===== src/common/cmpctl_pkg.sv =====
/*
  cmpctl_pkg: register map, field positions, reset values and carriers
  for the comparator control block.
  assumes: 8-bit registers in the low byte of a 32-bit wishbone word.
*/
`default_nettype none
package cmpctl_pkg;
  // ----------------------------------------------------------------
  // register byte addresses
  // ----------------------------------------------------------------
  localparam logic [7:0] ADDR_CMP_CS   = 8'h30;
  localparam logic [7:0] ADDR_CONV_CSB = 8'h34;
  localparam logic [7:0] ADDR_DIG_DIS  = 8'h38;
  localparam logic [7:0] ADDR_CONV_CSA = 8'h3c;
  localparam logic [7:0] ADDR_CONV_CH  = 8'h40;
  localparam int         ADDR_W        = 8;

  // ----------------------------------------------------------------
  // field positions
  // ----------------------------------------------------------------
  localparam int POS_POWER_OFF   = 7;
  localparam int POS_BANDGAP     = 6;
  localparam int POS_RESULT      = 5;
  localparam int POS_IRQ_FLAG    = 4;
  localparam int POS_IRQ_ENABLE  = 3;
  localparam int POS_CAPTURE     = 2;
  localparam int POS_MODE_HI     = 1;
  localparam int POS_MODE_LO     = 0;
  localparam int POS_MUX_ENABLE  = 6;
  localparam int POS_NEG_BUF_OFF = 1;
  localparam int POS_POS_BUF_OFF = 0;
  localparam int POS_CONV_ENABLE = 7;
  localparam int CHAN_W          = 3;

  // ----------------------------------------------------------------
  // reset values and interrupt modes
  // ----------------------------------------------------------------
  localparam logic [7:0] RST_BYTE = 8'h00;
  localparam logic [1:0] RST_MODE = 2'h0;

  typedef enum logic [1:0] {
    CMPCT_MODE_TOGGLE   = 2'b00,
    CMPCT_MODE_RESERVED = 2'b01,
    CMPCT_MODE_FALL     = 2'b10,
    CMPCT_MODE_RISE     = 2'b11
  } cmpct_mode_t;

  // software-owned comparator controls
  typedef struct packed {
    logic        power_off;
    logic        bandgap_positive_select;
    logic        cmp_irq_enable;
    logic        cmp_capture_route;
    cmpct_mode_t mode;
  } cmpct_ctrl_t;

  // converter side controls that steer the negative input, plus the two pin buffer-off bits
  typedef struct packed {
    logic              neg_input_mux_enable;
    logic              converter_enable;
    logic [CHAN_W-1:0] channel_select;
    logic              negative_pin_buffer_off;
    logic              positive_pin_buffer_off;
  } cmpct_conv_t;
endpackage : cmpctl_pkg
`default_nettype wire


===== src/verilog/cmpctl_top.sv =====
/*
  cmpctl_top: digital control around the on-chip voltage comparator,
  with a classic wishbone register slave.
  assumes: analog levels arrive as unsigned codes from outside the
  clock domain; the interrupt controller gives a global enable and a
  vector-taken pulse on clk_i.
*/
`default_nettype none
module cmpctl_top #(
  parameter int          LEVEL_W       = 10,
  parameter int          NUM_CHAN      = 8,
  parameter logic [15:0] BANDGAP_LEVEL = 16'h0100
) (
  input  wire logic                    clk_i,
  input  wire logic                    rst_i,
  input  wire logic                    wb_cyc_i,
  input  wire logic                    wb_stb_i,
  input  wire logic                    wb_we_i,
  input  wire logic [7:0]              wb_adr_i,
  input  wire logic [3:0]              wb_sel_i,
  input  wire logic [31:0]             wb_dat_i,
  output logic      [31:0]             wb_dat_o,
  output logic                         wb_ack_o,
  input  wire logic [LEVEL_W-1:0]      positive_pin_i,
  input  wire logic [LEVEL_W-1:0]      negative_pin_i,
  input  wire logic [NUM_CHAN*LEVEL_W-1:0] converter_input_pins_i,
  input  wire logic [1:0]              pin_digital_i,
  input  wire logic                    global_irq_enable_i,
  input  wire logic                    irq_vector_taken_i,
  output logic                         cmp_irq_req_o,
  output logic                         capture_input_o,
  output logic                         cmp_power_off_o,
  output logic [1:0]                   pin_buffer_off_o,
  output logic [1:0]                   pin_read_o
);
  // ----------------------------------------------------------------
  // elaboration checks
  // ----------------------------------------------------------------
  // channel select is fixed at three bits, so eight inputs exactly
  if (NUM_CHAN != 8) begin : g_chan_chk
    $error("cmpctl_top: NUM_CHAN must be 8");
  end
  if (LEVEL_W < 1 || LEVEL_W > 16) begin : g_lvl_chk
    $error("cmpctl_top: LEVEL_W must be 1 to 16");
  end
  // a reference wider than the level code would be cut silently
  if ((BANDGAP_LEVEL >> LEVEL_W) != 16'h0000) begin : g_bg_chk
    $error("cmpctl_top: BANDGAP_LEVEL must fit in LEVEL_W bits");
  end

  // ----------------------------------------------------------------
  // state
  // ----------------------------------------------------------------
  // register fields live in packed carriers; outputs come from flops
  cmpctl_pkg::cmpct_ctrl_t ctrl_ff, nxt_ctrl;
  cmpctl_pkg::cmpct_conv_t conv_ff, nxt_conv;
  logic              flag_ff, nxt_flag;
  logic              sync1_ff, sync2_ff, prev_ff;
  logic              irq_ff, nxt_irq;
  logic              cap_ff, nxt_cap;
  logic [1:0]        pin1_ff, pin2_ff;
  logic [1:0]        pin_rd_ff, nxt_pin_rd;
  logic              ack_ff, nxt_ack;
  logic [31:0]       dat_ff, nxt_dat;

  // ----------------------------------------------------------------
  // analog input selection and compare
  // ----------------------------------------------------------------
  logic [LEVEL_W-1:0] chan_level [NUM_CHAN];
  logic [LEVEL_W-1:0] neg_level;
  logic [LEVEL_W-1:0] pos_level;
  logic               use_mux;
  logic               cmp_raw;

  // level codes stand in for voltages; the compare models the core
  // unpack converter inputs into one level per channel
  for (genvar g = 0; g < NUM_CHAN; g++) begin : g_chan
    assign chan_level[g] = converter_input_pins_i[g*LEVEL_W +: LEVEL_W];
  end

  // converter running owns the multiplexer, so fall back to the pin
  assign use_mux = conv_ff.neg_input_mux_enable & ~conv_ff.converter_enable;
  assign neg_level = use_mux ? chan_level[conv_ff.channel_select] : negative_pin_i;
  assign pos_level = ctrl_ff.bandgap_positive_select ? BANDGAP_LEVEL[LEVEL_W-1:0]
                                                     : positive_pin_i;
  // powered-down comparator reads as low; this stands for the core
  assign cmp_raw = ~ctrl_ff.power_off & (pos_level > neg_level);

  // ----------------------------------------------------------------
  // synchronisers and edge history
  // ----------------------------------------------------------------
  // first stage feeds only the second; edge logic looks at sync2 only
  // the extra edge of latency is the price of a clean status bit
  always_ff @(posedge clk_i) begin
    if (rst_i) begin
      sync1_ff <= 1'b0;
      sync2_ff <= 1'b0;
      prev_ff  <= 1'b0;
      pin1_ff  <= 2'h0;
      pin2_ff  <= 2'h0;
    end else begin
      sync1_ff <= cmp_raw;
      sync2_ff <= sync1_ff;
      prev_ff  <= sync2_ff;
      pin1_ff  <= pin_digital_i;
      pin2_ff  <= pin1_ff;
    end
  end

  // ----------------------------------------------------------------
  // event detection
  // ----------------------------------------------------------------
  // prev resets to the idle low level of the result, so no false
  // edge appears in the first cycles after reset
  logic rise_ev, fall_ev, sel_ev;

  assign rise_ev = sync2_ff & ~prev_ff;
  assign fall_ev = ~sync2_ff & prev_ff;

  // toggle takes both edges; a rise and a fall never share a cycle
  // reserved mode raises nothing
  always_comb begin
    case (ctrl_ff.mode)
      cmpctl_pkg::CMPCT_MODE_TOGGLE: sel_ev = rise_ev | fall_ev;
      cmpctl_pkg::CMPCT_MODE_FALL:   sel_ev = fall_ev;
      cmpctl_pkg::CMPCT_MODE_RISE:   sel_ev = rise_ev;
      default:                       sel_ev = 1'b0;
    endcase
  end

  // ----------------------------------------------------------------
  // wishbone decode
  // ----------------------------------------------------------------
  logic       req;
  logic       wr_lane;
  logic [7:0] wbyte;
  logic [7:0] rbyte;

  // classic single cycle: no burst tags, no error or retry answer;
  // every address is acknowledged so a stray access cannot hang
  assign req     = wb_cyc_i & wb_stb_i;
  // write lands at the edge where ack is seen high by the master
  assign wr_lane = req & wb_we_i & ack_ff & wb_sel_i[0];
  assign wbyte   = wb_dat_i[7:0];

  // read mux; unmapped addresses answer with zero
  // unimplemented bits of mapped registers read as zero too, so
  // software can probe which controls this build carries;
  // the result bit is captured at the request edge, not live at ack
  always_comb begin
    rbyte = cmpctl_pkg::RST_BYTE;
    case (wb_adr_i)
      cmpctl_pkg::ADDR_CMP_CS: begin
        rbyte[cmpctl_pkg::POS_POWER_OFF]  = ctrl_ff.power_off;
        rbyte[cmpctl_pkg::POS_BANDGAP]    = ctrl_ff.bandgap_positive_select;
        rbyte[cmpctl_pkg::POS_RESULT]     = sync2_ff;
        rbyte[cmpctl_pkg::POS_IRQ_FLAG]   = flag_ff;
        rbyte[cmpctl_pkg::POS_IRQ_ENABLE] = ctrl_ff.cmp_irq_enable;
        rbyte[cmpctl_pkg::POS_CAPTURE]    = ctrl_ff.cmp_capture_route;
        rbyte[cmpctl_pkg::POS_MODE_HI]    = ctrl_ff.mode[1];
        rbyte[cmpctl_pkg::POS_MODE_LO]    = ctrl_ff.mode[0];
      end
      cmpctl_pkg::ADDR_CONV_CSB: begin
        rbyte[cmpctl_pkg::POS_MUX_ENABLE] = conv_ff.neg_input_mux_enable;
      end
      cmpctl_pkg::ADDR_DIG_DIS: begin
        rbyte[cmpctl_pkg::POS_NEG_BUF_OFF] = conv_ff.negative_pin_buffer_off;
        rbyte[cmpctl_pkg::POS_POS_BUF_OFF] = conv_ff.positive_pin_buffer_off;
      end
      cmpctl_pkg::ADDR_CONV_CSA: begin
        rbyte[cmpctl_pkg::POS_CONV_ENABLE] = conv_ff.converter_enable;
      end
      cmpctl_pkg::ADDR_CONV_CH: begin
        rbyte[cmpctl_pkg::CHAN_W-1:0] = conv_ff.channel_select;
      end
      default: rbyte = cmpctl_pkg::RST_BYTE;
    endcase
  end

  // ----------------------------------------------------------------
  // next-state logic
  // ----------------------------------------------------------------
  always_comb begin
    nxt_ctrl = ctrl_ff;
    nxt_conv = conv_ff;
    nxt_flag = flag_ff;
    // one wait state: ack rises the cycle after the request, then drops
    nxt_ack  = req & ~ack_ff;
    nxt_dat  = ack_ff ? dat_ff : {24'h000000, rbyte};
    if (wr_lane) begin
      case (wb_adr_i)
        cmpctl_pkg::ADDR_CMP_CS: begin
          // mode changes with enable set never fire; only a synced edge sets the flag
          nxt_ctrl.power_off               = wbyte[cmpctl_pkg::POS_POWER_OFF];
          nxt_ctrl.bandgap_positive_select = wbyte[cmpctl_pkg::POS_BANDGAP];
          nxt_ctrl.cmp_irq_enable          = wbyte[cmpctl_pkg::POS_IRQ_ENABLE];
          nxt_ctrl.cmp_capture_route       = wbyte[cmpctl_pkg::POS_CAPTURE];
          nxt_ctrl.mode = cmpctl_pkg::cmpct_mode_t'({wbyte[cmpctl_pkg::POS_MODE_HI],
                                                     wbyte[cmpctl_pkg::POS_MODE_LO]});
          if (wbyte[cmpctl_pkg::POS_IRQ_FLAG]) begin
            nxt_flag = 1'b0;
          end
        end
        cmpctl_pkg::ADDR_CONV_CSB: begin
          // mux request only; the converter state still gates it
          nxt_conv.neg_input_mux_enable = wbyte[cmpctl_pkg::POS_MUX_ENABLE];
        end
        cmpctl_pkg::ADDR_DIG_DIS: begin
          // buffer-off takes hold at once; pin reads mask at the same edge
          nxt_conv.negative_pin_buffer_off = wbyte[cmpctl_pkg::POS_NEG_BUF_OFF];
          nxt_conv.positive_pin_buffer_off = wbyte[cmpctl_pkg::POS_POS_BUF_OFF];
        end
        cmpctl_pkg::ADDR_CONV_CSA: begin
          // converter on reclaims the multiplexer from the comparator
          nxt_conv.converter_enable = wbyte[cmpctl_pkg::POS_CONV_ENABLE];
        end
        cmpctl_pkg::ADDR_CONV_CH: begin
          // a channel change may raise an event; software masks it
          nxt_conv.channel_select = wbyte[cmpctl_pkg::CHAN_W-1:0];
        end
        // writes to unmapped places are dropped without an error
        default: nxt_flag = flag_ff;
      endcase
    end
    // vector taken is a one-cycle pulse from the interrupt controller
    if (irq_vector_taken_i) begin
      nxt_flag = 1'b0;
    end
    // an event in the clearing cycle must not be lost: set wins
    if (sel_ev) begin
      nxt_flag = 1'b1;
    end
    // outputs follow the new state so each comes from a flip-flop
    nxt_irq    = nxt_flag & nxt_ctrl.cmp_irq_enable & global_irq_enable_i;
    // capture sees the synced result, never the raw compare
    nxt_cap    = nxt_ctrl.cmp_capture_route & sync2_ff;
    nxt_pin_rd = pin2_ff & ~{nxt_conv.negative_pin_buffer_off,
                             nxt_conv.positive_pin_buffer_off};
  end

  // ----------------------------------------------------------------
  // registers
  // ----------------------------------------------------------------
  always_ff @(posedge clk_i) begin
    if (rst_i) begin
      // mode resets to toggle, code zero, like every other field
      ctrl_ff   <= '{power_off: 1'b0, bandgap_positive_select: 1'b0,
                     cmp_irq_enable: 1'b0, cmp_capture_route: 1'b0,
                     mode: cmpctl_pkg::CMPCT_MODE_TOGGLE};
      conv_ff   <= '0;
      flag_ff   <= 1'b0;
      irq_ff    <= 1'b0;
      cap_ff    <= 1'b0;
      pin_rd_ff <= 2'h0;
      ack_ff    <= 1'b0;
      dat_ff    <= 32'h00000000;
    end else begin
      ctrl_ff   <= nxt_ctrl;
      conv_ff   <= nxt_conv;
      flag_ff   <= nxt_flag;
      irq_ff    <= nxt_irq;
      cap_ff    <= nxt_cap;
      pin_rd_ff <= nxt_pin_rd;
      ack_ff    <= nxt_ack;
      dat_ff    <= nxt_dat;
    end
  end

  // ----------------------------------------------------------------
  // outputs
  // ----------------------------------------------------------------
  // every output is a register bit or a registered product, so the
  // timer and interrupt controller never see a combinational glitch
  assign wb_ack_o         = ack_ff;
  assign wb_dat_o         = dat_ff;
  assign cmp_irq_req_o    = irq_ff;
  assign capture_input_o  = cap_ff;
  assign cmp_power_off_o  = ctrl_ff.power_off;
  assign pin_buffer_off_o = {conv_ff.negative_pin_buffer_off,
                             conv_ff.positive_pin_buffer_off};
  assign pin_read_o       = pin_rd_ff;
endmodule : cmpctl_top
`default_nettype wire

===== config.mk =====
export PLATFORM = sky130hd
export DESIGN_NAME = cmpctl_top
export DESIGN_NICKNAME = d
export VERILOG_FILES = /design/src/common/cmpctl_pkg.sv /design/src/verilog/cmpctl_top.sv
export SDC_FILE = /design/constraint.sdc
export NUM_CORES = 1
export LEC_CHECK = 0
export BUFFER_PORTS_ARGS = -buffer_cell sky130_fd_sc_hd__clkbuf_2
export CAP_MARGIN = 10
export CORE_MARGIN = 2
export CORE_UTILIZATION = 26
export CTS_CLUSTER_DIAMETER = 40
export DETAILED_ROUTE_END_ITERATION = 6
export PLACE_DENSITY_LB_ADDON = 0.2
export SKIP_LAST_GASP = 1
export SYNTH_ARGS = -nofsm -noshare
export SYNTH_HDL_FRONTEND = slang
export SYNTH_SLANG_ARGS = --single-unit
export TNS_END_PERCENT = 1

===== constraint.sdc =====
create_clock -name clk_i -period 6 [get_ports clk_i]
set_input_delay 0.3 -clock clk_i [delete_from_list [all_inputs] [get_ports clk_i]]
set_output_delay 0.3 -clock clk_i [all_outputs]
set_load 0.1 [all_outputs]

==> reports/qor.yml <==
status: "complete, no violations"
place.gp.congestion: 0.849
synth_warnings: 0
fin_worst_skew_ps: 3.44
cts-root-buf: "clkbuf_8"
synth_top_area_cell: "dfxtp_1"
dp.final_hpwl_um: 6110
syn2layout_area_growth_pct: 30.4
fp.dieH_um: 104
cts-buffers-inserted: 5
fin_crit_sh_pct: 46.8
grt-ovfl-total: 0
avgSynthCellArea_um2: 9.68
crit_type: "flop to flop"
ys_seq_area_share_pct: 26.4
ant_nets: 0
pre_cts_ws_ps: 3080
clk_pin_slew_worst_paths_ps: 60
worst_pin_slew_ps: 952
power_density_nw_per_um2: 165
yosys-top-cells-area: "dfxtp_1, mux4_2, buf_4, mux2i_1, ha_1"
vias: 2399
die_w_um: 104
rsz0062_at_grt: "no"
grt_pass1_vias: 2386
hold_violations: 0
initial_core_util_pct: 26.6
slew_headroom_pct: 36.4
post_cts_buffers: 0
setup_viol_count_final: 0
cp_max_fo: 22
vias_per_cell: 4.53
multi_input_area_um2: 1700
dr.pass1.iters: 4
grt_max_degree: 34
fp-row-count: 36
htree_num_levels: 2
grt_pass1_wl_um: 11700
finalNetCount: 562
routed_wl_um: 7250
clock_sinks: 34
antenna_found_initial: 0
nFillCells: 1042
fin_setup_tns_ps: 0
synth_ff_type: "dfxtp_1"
cts_tree: "built"
setup.worst_path.start_class: "flop"
worst_ep_required_time_ps: 6160
synth-async-reset-ratio_pct: 0
setup_ws_ps: 3190
regArea_um2: 681
antenna_cells: 0
grt_usage_pct: 13.3
drv_slew: 0
drive_gt1_share_pct: 43.9
netlist_area_um2: 2570
synth-edff-count: 0
clk_latency_ps: 280
synth_seq_cells: 34
leakagePower_nw: 1.48
synth_top_area_share_pct: 26.4
boundaryPins: 193
io_buffers: 140
drcViolationCount: 0
ys_types: 45
clockBufferDepth: 2
synthCells: 266
hold_buffers: 0
first_iter_violations: 118
min_period_ps: 2810
peakVddDrop_v: 0.0000767
end_kind: "flop"
core_area_um2: 9680
wl_per_cell_um: 13.7
dieArea_um2: 10700
min-delay-path-class: "primary input to flop"
fmax_mhz: 356
cts_resized: 0
crit_arrival_ps: 2970
max_cap_violations: 0
kinds of logic after synthesis:
family	count (synthesis)	synth area share [%]
compound gates	44	10.8
fa+ha+maj	12	5.83
buf+inv	45	11.0
flops	34	26.4
mux	41	25.7
other cells	1	0.146
simple gates	89	20.1
Yosys cell counts (2+ instances only):
| cell type | instances |
|---|---|
| nand2_1 | 15 |
| buf_4 | 28 |
| o21ai_0 | 15 |
| nand3_1 | 7 |
| nand3b_1 | 2 |
| inv_1 | 4 |
| or3_1 | 2 |
| a21oi_1 | 11 |
| clkbuf_1 | 7 |
| nand4_1 | 5 |
| mux2i_1 | 20 |
| a22oi_1 | 7 |
| or4_1 | 2 |
| nor2b_1 | 17 |
| o21a_1 | 2 |
| and3b_1 | 4 |
| nor2_1 | 18 |
| dfxtp_1 | 34 |
| mux4_2 | 20 |
| nor3_1 | 5 |
| ha_1 | 12 |
| and4b_1 | 2 |
| nand2b_1 | 2 |
| buf_1 | 4 |
per-stage QoR:
step	utilization (%)	cells	hold slack (ps)	total power [mW]	area, um^2
floorplan	-	289	372	0.356	2660
global placement	33.7	522	419	0.394	3270
detailed placement	33.7	522	426	0.396	3270
CTS	34.6	528	229	0.561	3350
global route	34.7	529	222	0.584	3360
finish	34.7	529	232	0.553	3360
path summary, 6_finish.rpt:
path / slack [ps] / start / endpoint / cells after the start
max: 3190 / conv_ff[3]$_SDFFE_PP0P_ / sync1_ff$_SDFF_PP0_ / 8
min: 230 / pin_digital_i[1] / pin1_ff[1]$_SDFF_PP0_ / 2
max reg2reg: 3190 / conv_ff[3]$_SDFFE_PP0P_ / sync1_ff$_SDFF_PP0_ / 8
min reg2reg: 440 / pin1_ff[1]$_SDFF_PP0_ / pin2_ff[1]$_SDFF_PP0_ / 1
cell usage in the layout (no fill, tap or decap), drive strengths merged, types with 7 or more instances in the layout:
master  netlist  layout
a21oi        11      11
a22oi         7       7
clkbuf        7     146
conb          1      24
dfxtp        34      34
ha           12      12
mux2i        20      20
mux4         20      20
nand2        15      15
nand3         7       7
nor2         18      18
nor2b        17      17
o21ai        16      16
registers in the layout, summed over array words and instances (netlist names):
| register | flops |
|---|---|
| ctrl_ff | 5 |
| wb_ack_o | 1 |
| pin_read_o | 2 |
| pin1_ff | 2 |
| pin_buffer_off_o | 2 |
| capture_input_o | 1 |
| conv_ff | 5 |
| sync1_ff | 1 |
| wb_dat_o | 8 |
| pin2_ff | 2 |
| sync2_ff | 1 |
| cmp_power_off_o | 1 |
| cmp_irq_req_o | 1 |
| flag_ff | 1 |
| prev_ff | 1 |
routing by layer:
metal / GRT usage [%] / share of wire [%] / vias up
met4: 3.19 / 1.1 / 0
met3: 2.77 / 5.5 / 6
met1: 17.5 / 45 / 1109
li1: - / - / 1199
met2: 22.4 / 48 / 85
met5: 0 / 0 / -
critical path: stages, from the launching register on:
cell	delay, ps
dfxtp_1	940
mux4_2	450
mux2i_1	150
nand2_1	60
o21ai_0	80
ha_1	270
a211oi_1	220
nor2_1	90
o41a_1	420
cell type report:
class | count | share of cell area [%]
flip-flops and latches | 34 | 20.3
well taps | 133 | 4.96
multi-input cells | 210 | 50.6
inverters | 4 | 0.447
clock buffers | 6 | 2.46
repair buffers | 142 | 21.3
power breakdown:
| group | total (mW) | internal [mW] | switching [mW] |
|---|---|---|---|
| combinational | 0.158 | 0.0525 | 0.106 |
| sequential | 0.231 | 0.229 | 0.00227 |
| clock | 0.163 | 0.0884 | 0.0751 |
| total | 0.553 | 0.370 | 0.183 |
Power figures use the tool's default switching activity.
